<file path="config.mk">
export PLATFORM = sky130hd
export DESIGN_NAME = clock_out_and_drive_ctrl
export DESIGN_NICKNAME = d
export VERILOG_FILES = /design/src/pkg/clkout_pkg.sv /design/src/rtl/clock_out_and_drive_ctrl.sv
export SDC_FILE = /design/constraint.sdc
export NUM_CORES = 1
export LEC_CHECK = 0
export BUFFER_PORTS_ARGS = -buffer_cell sky130_fd_sc_hd__buf_2
export CORE_MARGIN = 3
export CORE_UTILIZATION = 45
export DETAILED_ROUTE_END_ITERATION = 10
export GPL_TIMING_DRIVEN = 0
export PLACE_DENSITY_LB_ADDON = 0.12
export SYNTH_ARGS = -nofsm -noshare
export SYNTH_HDL_FRONTEND = slang
export SYNTH_SLANG_ARGS = --single-unit
</file>
<file path="constraint.sdc">
create_clock -name clk_sys -period 2.8 [get_ports clk_sys]
set_input_delay 0.56 -clock clk_sys [delete_from_list [all_inputs] [get_ports clk_sys]]
set_output_delay 0.56 -clock clk_sys [all_outputs]
set_load 0.02 [all_outputs]
</file>
<file path="src/pkg/clkout_pkg.sv">
// constants, carriers and state codes for the clock output and drive control block
package clkout_pkg;

    // register byte addresses
    localparam logic [7:0] ADDR_CLKOUT_CTRL = 8'h1c;
    localparam logic [7:0] ADDR_DRIVE_SEL = 8'h20;
    localparam logic [7:0] ADDR_RESERVED = 8'h24;

    // clock_output_control fields
    localparam int PRIMARY_DIS_BIT = 7;
    localparam int DOUBLE_DIS_BIT = 6;
    localparam int PREDIV_BIT = 5;
    localparam int DIV_LSB = 0;
    localparam int DIV_W = 5;
    localparam int PREDIV_RATIO = 16;

    // port_drive_strength_select fields
    localparam int LOW_DRIVE_K_BIT = 7;
    localparam int LOW_DRIVE_E_BIT = 4;
    localparam int LOW_DRIVE_B_BIT = 1;
    localparam int LOW_DRIVE_A_BIT = 0;
    localparam logic [7:0] DRIVE_SEL_MASK = 8'h93;

    // shared port E pin carrying the primary clock
    localparam int CLKOUT_PIN_E = 4;

    // reset values
    localparam logic [7:0] CTRL_RESET_SPECIAL = 8'h40;
    localparam logic [7:0] CTRL_RESET_NORMAL = 8'hc0;
    localparam logic [7:0] DRIVE_SEL_RESET = 8'h00;
    localparam logic [7:0] RESERVED_VALUE = 8'h00;

    // bus answers
    localparam logic [1:0] RESP_OKAY = 2'h0;
    localparam logic [1:0] RESP_SLVERR = 2'h2;

    typedef struct packed {
        logic awvalid;
        logic [7:0] awaddr;
        logic wvalid;
        logic [31:0] wdata;
        logic [3:0] wstrb;
        logic bready;
        logic arvalid;
        logic [7:0] araddr;
        logic rready;
    } axil_req_s;

    typedef struct packed {
        logic awready;
        logic wready;
        logic bvalid;
        logic [1:0] bresp;
        logic arready;
        logic rvalid;
        logic [31:0] rdata;
        logic [1:0] rresp;
    } axil_rsp_s;

    typedef struct packed {
        logic [7:0] k;
        logic [7:0] e;
        logic [7:0] b;
        logic [7:0] a;
    } port_bits_s;

    typedef enum logic [1:0] {
        WR_COLLECT = 2'h1,
        WR_RESP = 2'h2
    } wr_state_e;

    typedef enum logic [1:0] {
        RD_IDLE = 2'h1,
        RD_RESP = 2'h2
    } rd_state_e;

endpackage : clkout_pkg

</file>
<file path="src/rtl/clock_out_and_drive_ctrl.sv">
// clock outputs, reduced-drive selects and their AXI4-Lite register file
//
// Summary of operation
// RULE1: primary disable bit 0 drives a free-running bus-derived clock; 1 suppresses it.
// RULE2: double-rate disable bit 0 drives the twice-bus clock; 1 disables it.
// RULE3: predivide bit set divides the divided clock further by sixteen.
// RULE4: primary clock is bus clock divided by divider field plus one.
// RULE5: clock control register is readable and writable any time, any mode.
// RULE6: one low-drive bit per port: K bit 7, E 4, B 1, A 0.
// RULE7: a low-drive bit has no effect on pins configured as inputs.
// RULE8: low drive applies to output pins whatever function drives them.
// RULE9: the reserved register reads zero and ignores writes.
// RULE10: an enabled primary clock takes the shared port E pin from GPIO.
// RULE11: divider settings change only at a divided-clock period boundary.
//
// Chosen here: the AXI4-Lite interface to the registers.
`timescale 1ns/100ps

module clock_out_and_drive_ctrl #(
    parameter int DIV_W = clkout_pkg::DIV_W,
    parameter int PREDIV_RATIO = clkout_pkg::PREDIV_RATIO
) (
    // clock and reset
    input wire logic clk_sys,
    input wire logic resetn,
    input wire logic clk_x2,
    // operating mode, caught after reset release
    input wire logic special_mode,
    // register bus
    input wire clkout_pkg::axil_req_s axil_req,
    output clkout_pkg::axil_rsp_s axil_rsp,
    // port direction bits, 1 = output
    input wire clkout_pkg::port_bits_s port_dir,
    // shared port E pin
    input wire logic gpio_pe_clk_pin_out,
    output logic pe_clk_pin_out,
    output logic pe_clk_pin_oe_n,
    // clock outputs
    output logic primary_clock_output,
    output logic double_rate_clock_output,
    // per-pin reduced drive
    output clkout_pkg::port_bits_s pin_low_drive
);

    if (DIV_W != clkout_pkg::DIV_W || PREDIV_RATIO != clkout_pkg::PREDIV_RATIO) begin : g_chk
        $error("divider width and predivide ratio are fixed by the register layout");
    end

    typedef struct packed {
        logic [7:0] ctrl;
        logic [7:0] drive_sel;
        logic mode_pending;
        clkout_pkg::wr_state_e wr_st;
        logic aw_got;
        logic w_got;
        logic [7:0] aw_addr;
        logic [31:0] w_data;
        logic [3:0] w_strb;
        logic [1:0] bresp;
        clkout_pkg::rd_state_e rd_st;
        logic [31:0] rdata;
        logic [1:0] rresp;
        logic act_en;
        logic act_pre;
        logic [DIV_W-1:0] act_div;
        logic [DIV_W-1:0] div_cnt;
        logic [3:0] pre_cnt;
        logic pri_level;
        logic dbl_en;
    } state_s;

    state_s st_ff;
    state_s nxt_st;

    ////////////////////////////////////////////////////////////////////////
    // helpers

    function automatic logic addr_known(input logic [7:0] addr);
        addr_known = (addr == clkout_pkg::ADDR_CLKOUT_CTRL) ||
                     (addr == clkout_pkg::ADDR_DRIVE_SEL) ||
                     (addr == clkout_pkg::ADDR_RESERVED);
    endfunction : addr_known

    function automatic logic [7:0] reg_value(input logic [7:0] addr, input state_s s);
        reg_value = 8'h00;
        if (addr == clkout_pkg::ADDR_CLKOUT_CTRL) begin
            reg_value = s.ctrl;
        end else if (addr == clkout_pkg::ADDR_DRIVE_SEL) begin
            reg_value = s.drive_sel;
        end else if (addr == clkout_pkg::ADDR_RESERVED) begin
            // RULE9: reserved reads zero
            reg_value = clkout_pkg::RESERVED_VALUE;
        end
    endfunction : reg_value

    ////////////////////////////////////////////////////////////////////////
    // next state

    logic do_write;
    logic boundary;
    logic [DIV_W-1:0] div_next;
    logic [3:0] pre_next;

    always_comb begin
        nxt_st = st_ff;
        do_write = 1'b0;
        div_next = '0;
        pre_next = 4'h0;

        // mode-dependent reset value of the primary disable bit
        if (st_ff.mode_pending) begin
            nxt_st.mode_pending = 1'b0;
            nxt_st.ctrl = special_mode ? clkout_pkg::CTRL_RESET_SPECIAL
                                       : clkout_pkg::CTRL_RESET_NORMAL;
        end

        // write channel: address and data taken in either order
        unique case (st_ff.wr_st)
            clkout_pkg::WR_COLLECT: begin
                if (axil_req.awvalid && !st_ff.aw_got) begin
                    nxt_st.aw_got = 1'b1;
                    nxt_st.aw_addr = axil_req.awaddr;
                end
                if (axil_req.wvalid && !st_ff.w_got) begin
                    nxt_st.w_got = 1'b1;
                    nxt_st.w_data = axil_req.wdata;
                    nxt_st.w_strb = axil_req.wstrb;
                end
                if (st_ff.aw_got && st_ff.w_got) begin
                    do_write = 1'b1;
                    nxt_st.aw_got = 1'b0;
                    nxt_st.w_got = 1'b0;
                    nxt_st.bresp = addr_known(st_ff.aw_addr) ? clkout_pkg::RESP_OKAY
                                                             : clkout_pkg::RESP_SLVERR;
                    nxt_st.wr_st = clkout_pkg::WR_RESP;
                end
            end
            clkout_pkg::WR_RESP: begin
                if (axil_req.bready) begin
                    nxt_st.wr_st = clkout_pkg::WR_COLLECT;
                end
            end
            default: begin
                nxt_st.wr_st = clkout_pkg::WR_COLLECT;
            end
        endcase

        // RULE5: control register written at any time, in every mode
        if (do_write && st_ff.w_strb[0]) begin
            if (st_ff.aw_addr == clkout_pkg::ADDR_CLKOUT_CTRL) begin
                nxt_st.ctrl = st_ff.w_data[7:0];
                nxt_st.mode_pending = 1'b0;
            end else if (st_ff.aw_addr == clkout_pkg::ADDR_DRIVE_SEL) begin
                // RULE6: only the four port bits are held
                nxt_st.drive_sel = st_ff.w_data[7:0] & clkout_pkg::DRIVE_SEL_MASK;
            end
            // RULE9: writes to the reserved register are dropped
        end

        // read channel
        unique case (st_ff.rd_st)
            clkout_pkg::RD_IDLE: begin
                if (axil_req.arvalid) begin
                    nxt_st.rdata = {24'h000000, reg_value(axil_req.araddr, st_ff)};
                    nxt_st.rresp = addr_known(axil_req.araddr) ? clkout_pkg::RESP_OKAY
                                                               : clkout_pkg::RESP_SLVERR;
                    nxt_st.rd_st = clkout_pkg::RD_RESP;
                end
            end
            clkout_pkg::RD_RESP: begin
                if (axil_req.rready) begin
                    nxt_st.rd_st = clkout_pkg::RD_IDLE;
                end
            end
            default: begin
                nxt_st.rd_st = clkout_pkg::RD_IDLE;
            end
        endcase

        // RULE11: end of a whole output period, or output idle
        boundary = !st_ff.act_en ||
                   ((st_ff.div_cnt == st_ff.act_div) &&
                    (!st_ff.act_pre || st_ff.pre_cnt == 4'(PREDIV_RATIO - 1)));

        if (boundary) begin
            // RULE11: new settings taken only here
            nxt_st.act_en = !st_ff.ctrl[clkout_pkg::PRIMARY_DIS_BIT];
            nxt_st.act_pre = st_ff.ctrl[clkout_pkg::PREDIV_BIT];
            nxt_st.act_div = st_ff.ctrl[clkout_pkg::DIV_LSB +: DIV_W];
        end else if (st_ff.div_cnt == st_ff.act_div) begin
            // RULE4: divided period is act_div plus one bus cycles
            pre_next = st_ff.pre_cnt + 4'h1;
        end else begin
            div_next = st_ff.div_cnt + 1'b1;
            pre_next = st_ff.pre_cnt;
        end
        nxt_st.div_cnt = div_next;
        nxt_st.pre_cnt = pre_next;

        // RULE3: with the predivider, high for the first half of sixteen divided periods
        if (nxt_st.act_pre) begin
            nxt_st.pri_level = nxt_st.act_en && (pre_next < 4'(PREDIV_RATIO / 2));
        end else begin
            nxt_st.pri_level = nxt_st.act_en && (div_next <= (nxt_st.act_div >> 1));
        end

        // RULE2: double-rate enable follows its disable bit
        nxt_st.dbl_en = !nxt_st.ctrl[clkout_pkg::DOUBLE_DIS_BIT];
    end

    ////////////////////////////////////////////////////////////////////////
    // state register

    always_ff @(posedge clk_sys) begin
        if (!resetn) begin
            st_ff <= '0;
            st_ff.ctrl <= clkout_pkg::CTRL_RESET_NORMAL;
            st_ff.drive_sel <= clkout_pkg::DRIVE_SEL_RESET;
            st_ff.mode_pending <= 1'b1;
            st_ff.wr_st <= clkout_pkg::WR_COLLECT;
            st_ff.rd_st <= clkout_pkg::RD_IDLE;
            st_ff.bresp <= clkout_pkg::RESP_OKAY;
            st_ff.rresp <= clkout_pkg::RESP_OKAY;
        end else begin
            st_ff <= nxt_st;
        end
    end

    ////////////////////////////////////////////////////////////////////////
    // bus answers

    always_comb begin
        axil_rsp.awready = (st_ff.wr_st == clkout_pkg::WR_COLLECT) && !st_ff.aw_got;
        axil_rsp.wready = (st_ff.wr_st == clkout_pkg::WR_COLLECT) && !st_ff.w_got;
        axil_rsp.bvalid = (st_ff.wr_st == clkout_pkg::WR_RESP);
        axil_rsp.bresp = st_ff.bresp;
        axil_rsp.arready = (st_ff.rd_st == clkout_pkg::RD_IDLE);
        axil_rsp.rvalid = (st_ff.rd_st == clkout_pkg::RD_RESP);
        axil_rsp.rdata = st_ff.rdata;
        axil_rsp.rresp = st_ff.rresp;
    end

    ////////////////////////////////////////////////////////////////////////
    // clock outputs and pins

    localparam int CLKOUT_PIN_E_IDX = clkout_pkg::CLKOUT_PIN_E;

    logic bypass;
    logic drive_e_clk;

    // RULE4: field zero without predivider passes the bus clock itself
    assign bypass = (st_ff.act_div == '0) && !st_ff.act_pre;

    // RULE1: gated clock, held low while disabled
    assign primary_clock_output = st_ff.act_en && (bypass ? clk_sys : st_ff.pri_level);

    // RULE2: twice-rate clock gated by its enable
    assign double_rate_clock_output = clk_x2 && st_ff.dbl_en;

    // RULE10: clock output wins the shared pin over GPIO
    assign drive_e_clk = st_ff.act_en;
    assign pe_clk_pin_out = drive_e_clk ? primary_clock_output : gpio_pe_clk_pin_out;
    assign pe_clk_pin_oe_n = !(drive_e_clk || port_dir.e[CLKOUT_PIN_E_IDX]);

    // RULE7: only pins acting as outputs take low drive
    // RULE8: whichever function drives the pin
    always_comb begin
        pin_low_drive.k = port_dir.k & {8{st_ff.drive_sel[clkout_pkg::LOW_DRIVE_K_BIT]}};
        pin_low_drive.b = port_dir.b & {8{st_ff.drive_sel[clkout_pkg::LOW_DRIVE_B_BIT]}};
        pin_low_drive.a = port_dir.a & {8{st_ff.drive_sel[clkout_pkg::LOW_DRIVE_A_BIT]}};
        pin_low_drive.e = port_dir.e & {8{st_ff.drive_sel[clkout_pkg::LOW_DRIVE_E_BIT]}};
        pin_low_drive.e[CLKOUT_PIN_E_IDX] = !pe_clk_pin_oe_n &&
                                           st_ff.drive_sel[clkout_pkg::LOW_DRIVE_E_BIT];
    end

endmodule : clock_out_and_drive_ctrl

</file>
# ---- Yosys cells after proc, flatten, opt, wreduce, memory -nomap -nowiden
# Cells that the tools add are included.
dict set report totals {
  register_bits 66
  in_bits 94
  output_inout_bits 77
}
dict set report classes {
  add_sub_neg 2
  magnitude_cmp 2
  eq_ne 16
  n_mux 28
  bitwise_logic 5
  reduce_logical 39
}
# operator n
set op_table {}
lappend op_table {{$mux 8} 7}
lappend op_table {{$mux 36} 1}
lappend op_table {{$and 8x8->8} 4}
lappend op_table {{$eq 8x6->1 const B} 4}
lappend op_table {{$mux 17} 1}
lappend op_table {{$eq 8x5->1 const B} 2}
lappend op_table {{$reduce_and 2->1} 8}
lappend op_table {{$logic_and 1x1->1} 13}
lappend op_table {{$mux 4} 3}
lappend op_table {{$mux 5} 2}
lappend op_table {{$mux 2} 4}
lappend op_table {{$ne 2x2->1 const B} 4}
lappend op_table {{$pmux 2 s2} 2}
lappend op_table {{$logic_not 1->1} 7}
lappend op_table {{$logic_or 1x1->1} 7}
lappend op_table {{$mux 1} 7}
lappend op_table {{$mux 7} 1}
lappend op_table {{$add 5x1->5 const B} 1}
lappend op_table {{$eq 5x5->1} 1}
lappend op_table {{$le 5x4->1} 1}
lappend op_table {{$logic_not 5->1} 1}
lappend op_table {{$add 4x1->4 const B} 1}
lappend op_table {{$eq 2x1->1 const B} 2}
lappend op_table {{$eq 2x2->1 const B} 2}
lappend op_table {{other kinds (5)} 6}

# ---- Depth between registers and ports, before layout
# Gate-level depths: netlist of run 1.
dict set report logic_depth {
  word_depth 8
  depth_mapped 11
}

==> results.yml, run 1 <==
global_routing:
  antenna_found_initial: 0
  grt_pass1_vias: 2915
  overflow: 0
  grt_use_total_pct: 21.30
  grt_pass1_wl_um: 13850
  grt_max_degree: 11
finish:
  area_growth_pct: 35.17
  n_fill_cell: 631
  antenna_cells: 0
  nNetsFinal: 643
  final_layout_size_suffix_gt1_share_pct: 35.22
logic_synthesis:
  ys_seq_area_share_pct: 40.38
  synth_seq_cells: 64
  synth-simple-area-share_pct: 28.90
  synthXorXnorAreaFrac_pct: 2.760
  postSynthAreaPerCell_um2: 8.285
  synth_area_leaders: "dfxtp_1 (40%), buf_4 (8.5%), and2_1 (7.3%), nand2_1 (7.1%), a21oi_1 (5.2%)"
  yosysTopAreaCell: "dfxtp_1"
  ys_types: 48
  synthFlopType: "dfxtp_1"
  synth_top_family_by_area: "simple AND/OR/NAND/NOR gates"
  synth_compound_area_share_pct: 11.04
  synth_enable_flop_cells: 0
  synth_top_cell_area_share_pct: 40.38
  ys.warnings.count: 0
  syn_area_mm2: 0.003173
  synthCells: 383
  synth_fa_ha_area_share_pct: 2.366
  ys_async_sr_fraction_pct: 0
  synth_mux_area_share_pct: 3.312
power_and_ir_drop:
  power.share.switching_pct: 25.27
  p_comb_share_pct: 10.3
  internal_power_mw: 1.646
  p_per_area_mw_per_mm2: 513.4
  ir_worst_vdd_v: 0.0003505
  pwr-share-seq_pct: 43.6
  pwr-share-clk_pct: 46.1
  p_leak_nw: 2.063
  power_switching_mw: 0.5565
place:
  place.gp.congestion: 0.8696
  dp_hpwl_um: 6535
  port_buffers: 117
  post-place-ws_ns: 0.2950
routing:
  drt-vias-per-instance: 4.655
  drt_iter0_markers: 123
  drc: 0
  first_pass_iters: 4
  vias: 2984
  drt-total-wl_um: 8364
  wl_per_cell_um: 13.05
  ant_nets: 0
sta:
  period_share_pct: 98.19
  layout_setup_ws_ns: 0.05063
  fin_skew_ns: 0.006815
  setup_viol: 0
  min_period_ns: 2.749
  finalHoldWorstSlack_ns: 0.3562
  hold_viol: 0
  slew_viol_final: 0
  rsz0062_at_grt: "true"
  timing.fmax_mhz: 363.7
floorplan:
  num_io_pins: 171
  start_util_pct: 48.05
  die_h_um: 89.97
  dieArea_mm2: 0.008095
  core_area_mm2: 0.006604
  die_width_um: 89.97
  rows: 29
worst_hold_path:
  hp-class: "in -> reg"
clock_tree:
  cts_hold_buf: 0
  worstSkewPairLatency_ns: 0.43
  tritoncts: "built"
  cts.clk_slew.worst_paths_ns: 0.07
run_status:
  status: "complete, no violations"
worst_setup_path:
  crit_type: "reg -> out"
  crit_path_end_kind: "primary output"
  crit_required_ns: 2.24
  crit_fanout: 3
  worstPathArrival_ns: 2.19
  start_kind: "flip-flop"
job:
  cap_violations: 0
==> path summary, 6_finish.rpt <==
kind / endpoint / slack [ns] / depth (start not counted) / from
setup / recovery: pe_clk_pin_out / 0.05 / 7 / st_ff[14]$_SDFF_PN0_
hold / removal: st_ff[66]$_SDFFE_PN0P_ / 0.36 / 3 / axil_req[21]
setup reg to reg: st_ff[1]$_SDFF_PN0_ / 0.27 / 11 / st_ff[11]$_SDFFE_PN0N_
hold reg to reg: st_ff[118]$_SDFF_PN0_ / 0.46 / 2 / st_ff[65]$_SDFFE_PN0P_
==> cell type report <==
| class | instances | area (µm²) | share of cell area, % |
|---|---|---|---|
| Sequential cell | 64 | 1284 | 29.93 |
| Multi-Input combinational cell | 292 | 1662 | 38.74 |
| Buffer | 47 | 334.1 | 7.789 |
| Timing Repair Buffer | 117 | 590.6 | 13.77 |
| Clock buffer | 20 | 241.5 | 5.630 |
| Clock inverter | 3 | 42.54 | 0.9918 |
| Inverter | 5 | 18.77 | 0.4376 |
| Tap cell | 93 | 116.4 | 2.713 |
==> synth_stat cells (all sizes together) (2+ instances only) <==
cell and count:
dfxtp 64, nor3 5, nand3 7, a21oi 33, nor4 2, clkbuf 8, nand2 60, nand4 2
or2 2, nor2b 8, inv 5, nor2 40, nand4b 2, a31oi 2, xor2 4, nand2b 2
o21ai 8, and2 37, ha 6, xnor2 6, a22oi 8, mux2i 9, buf 39, nand3b 6
==> cells in the final DEF (no fill, tap or decap), types with 3 or more instances in the layout <==
cell type  instances
a21oi_1           32
a22oi_1            8
and2_1            37
buf_2            115
buf_4             38
buf_6              5
clkbuf_1          11
clkbuf_8          14
conb_1            26
dfxtp_1           62
ha_1               6
inv_1              4
mux2i_1            9
nand2_1           60
nand3_1            7
nand3b_1           6
nor2_1            40
nor2b_1            7
nor3_1             3
o21ai_0            5
xnor2_1            6
xor2_1             4
==> per-stage QoR <==
stage,power (mW),setup TNS (ns),utilization (%),area [µm²],cells
2_1_floorplan,1.140,0,-,3267,408
3_3_place_gp,1.219,0,60.10,3969,618
3_5_place_dp,1.223,0,60.10,3969,618
4_1_cts,2.209,0,64.27,4244,639
5_1_grt,2.308,-0.1504,64.95,4289,641
6_report,2.202,0,64.95,4289,641
==> power groups by stage <==
stage | Clock [mW] | Combinational, mW | Sequential, mW
4_1_cts | 1.02 | 0.226 | 0.959
3_3_place_gp | 0.0192 | 0.223 | 0.978
3_5_place_dp | 0.0192 | 0.225 | 0.979
5_1_grt | 1.09 | 0.255 | 0.962
2_1_floorplan | 0.0167 | 0.150 | 0.973
6_report | 1.02 | 0.226 | 0.960
==> registers in the layout, indices dropped and copies added (netlist names) <==
signal / count
st_ff: 53
drive_e_clk: 1
axil_rsp: 10
==> metal layers <==
| metal | wire length (µm) | share of wire (%) | track usage, % |
|---|---|---|---|
| met2 | 4144 | 50 | 34.15 |
| met4 | 100 | 1.2 | 7.781 |
| met3 | 571 | 6.8 | 8.765 |
| met1 | 3547 | 42 | 25.72 |
| met5 | 0 | 0 | 0 |
==> cell families after synthesis <==
group / after synthesis
buffers and inverters: 52
AOI/OAI and AO/OA: 59
adders and majority gates: 6
xor gates and xnor gates: 10
DFF: 64
other: 1
muxes: 10
and+or+nand+nor: 181
==> critical path, stage by stage (launching register included) <==
cell      delay (ns)
dfxtp_2         0.33
or4_4           0.55
nor3_4          0.21
mux2i_1         0.23
clkbuf_8        0.16
buf_8           0.09
a21oi_4         0.04
buf_6           0.14
==> what timing repair did <==
action                                  CTS  global route
endpoints found under the setup margin    2             2
pin swaps                                 1             2
resized for setup                         4             9
buffers inserted                          0             2
Note: power is estimated with default switching activity, not from simulation.
==> inputs of run 2 (changes only) <==
Settings changed: CORE_UTILIZATION 45 to 41.
Clock period 2.8 ns to 2.2 ns, I/O delays scaled along.
==> results.yml, run 2 (same netlist as run 1, synthesis figures left out) <==
clock_tree:
  worstSkewPairLatency_ns: 0.45
  cts_hold_buf: 0
  cts.clk_slew.worst_paths_ns: 0.08
  tritoncts: "built"
floorplan:
  start_util_pct: 43.06
  dieArea_mm2: 0.008830
  die_width_um: 93.97
  die_h_um: 93.97
  core_area_mm2: 0.007370
  num_io_pins: 171
  rows: 31
worst_setup_path:
  worstSetupStartpoint: "st_ff[13]$_SDFF_PN0_"
  r2r_cells: 13
  reg2reg_from: "st_ff[13]$_SDFF_PN0_"
  crit_fanout: 2
  reg2reg_to: "st_ff[1]$_SDFF_PN0_"
  crit_path_end_kind: "primary output"
  worstPathArrival_ns: 2.17
  r2r_slack_ns: -0.37
  crit_type: "reg -> out"
  start_kind: "flip-flop"
  crit_required_ns: 1.76
routing:
  drc: 0
  vias: 3020
  drt-vias-per-instance: 4.604
  first_pass_iters: 4
  route.met3.wl_um: 405
  wl_met2_um: 4076
  wl_per_cell_um: 12.40
  ant_nets: 0
  drt_iter0_markers: 90
  wl_met1_um: 3493
  drt-total-wl_um: 8132
  top_layer_used: "met4"
global_routing:
  antenna_found_initial: 0
  grt_use_total_pct: 18.32
  grt_pass1_wl_um: 12700
  grt_pass1_vias: 2888
  overflow: 0
  grt_max_degree: 14
finish:
  final_common_cell: "buf_2"
  area_growth_pct: 42.39
  nNetsFinal: 651
  n_fill_cell: 669
  finish.instance_area_mm2: 0.004518
  final_layout_size_suffix_gt1_share_pct: 40.57
  antenna_cells: 0
  top_register: "st_ff"
  largest_reg_flops: 53
  final_cell_mix: "buf_2 (115), nand2_1 (59), dfxtp_1 (54)"
sta:
  period_share_pct: 118.8
  hold_viol: 0
  finalHoldWorstSlack_ns: 0.2182
  setup_viol: 3
  slew_headroom_pct: 64.50
  slew_viol_final: 0
  layout_setup_ws_ns: -0.4129
  min_period_ns: 2.613
  fin_skew_ns: 0.01019
  rsz0062_at_grt: "true"
  worst_pin_slew_ns: 0.5325
  timing.fmax_mhz: 382.7
place:
  place_area_mm2: 0.003988
  dp_hpwl_um: 5975
  port_buffers: 117
  place.gp.congestion: 0.8430
  post-place-ws_ns: -0.2638
power_and_ir_drop:
  ir_worst_vdd_v: 0.0004772
  p_per_area_mw_per_mm2: 672.8
  p_leak_nw: 2.157
run_status:
  status: "finished with violations"
  violations: "setup timing"
worst_hold_path:
  holdPathStages: 3
  min_to: "st_ff[98]$_SDFFE_PN0P_"
  hp-class: "in -> reg"
  holdCritStartpoint: "axil_req[54]"
job:
  cap_violations: 0
[run 2: cell count changes in the layout (fill, tap and decap cells not counted), moves of 3 or more]
cell	previous run	this run
buf_4	38	44
clkinv_4	0	3
dfxtp_1	62	54
dfxtp_2	2	9
ha_1	6	3
xnor2_1	6	1
xnor2_2	0	5
[run 2: worst max-delay path by stage]
stage	to	depth (start not counted)
after floorplan	st_ff[1]$_SDFF_PN0_	11
after global placement	st_ff[1]$_SDFF_PN0_	11
after detailed placement	st_ff[1]$_SDFF_PN0_	11
after CTS	pe_clk_pin_out	7
after global routing	st_ff[1]$_SDFF_PN0_	13
final	pe_clk_pin_out	7
[run 2: layout make-up]
type	count	area (µm²)	area share [%]
Clock inverter	7	103.9	2.299
Tap cell	99	123.9	2.742
Sequential cell	64	1296	28.69
Buffer	47	334.1	7.394
Inverter	5	18.77	0.4154
Timing Repair Buffer	123	639.4	14.15
Multi-Input combinational cell	292	1759	38.94
Clock buffer	19	242.7	5.372
[run 2: power by group]
part	leakage [nW]	internal, mW	total, mW	switching (mW)
clock	0.192	0.943	1.54	0.595
combinational	1.44	0.124	0.285	0.161
sequential	0.526	1.19	1.22	0.0258
total	2.16	2.26	3.04	0.781
[run 2: critical path, stage by stage, from the launching register on]
cell,delay [ns]
dfxtp_2,0.32
or4_4,0.54
nor3_4,0.16
mux2i_1,0.24
clkbuf_8,0.16
clkbuf_8,0.11
a21oi_2,0.05
buf_6,0.15
[run 2: per-stage QoR]
stage / instances / setup TNS, ns / util [%] / power (mW)
5_1_grt: 656 / -1.450 / 61.31 / 3.175
3_3_place_gp: 624 / -0.2191 / 54.11 / 1.549
2_1_floorplan: 408 / 0 / - / 1.450
6_report: 656 / -1.174 / 61.31 / 3.040
3_5_place_dp: 624 / -0.2638 / 54.11 / 1.554
4_1_cts: 650 / -1.215 / 59.13 / 3.069
[run 2: what timing repair did]
| action | CTS | global route |
|---|---|---|
| setup buffers | 2 | 6 |
| setup endpoints to repair | 3 | 3 |
| gates cloned | 0 | 0 |
| gates resized for setup | 9 | 25 |
| pin swaps | 1 | 10 |
[run 2: per-layer routing]
layer / GRT usage [%] / vias up
li1: - / 1561
met1: 21.12 / 1360
met2: 30.28 / 82
met3: 5.609 / 17
met4: 9.747 / 0
met5: 0 / -
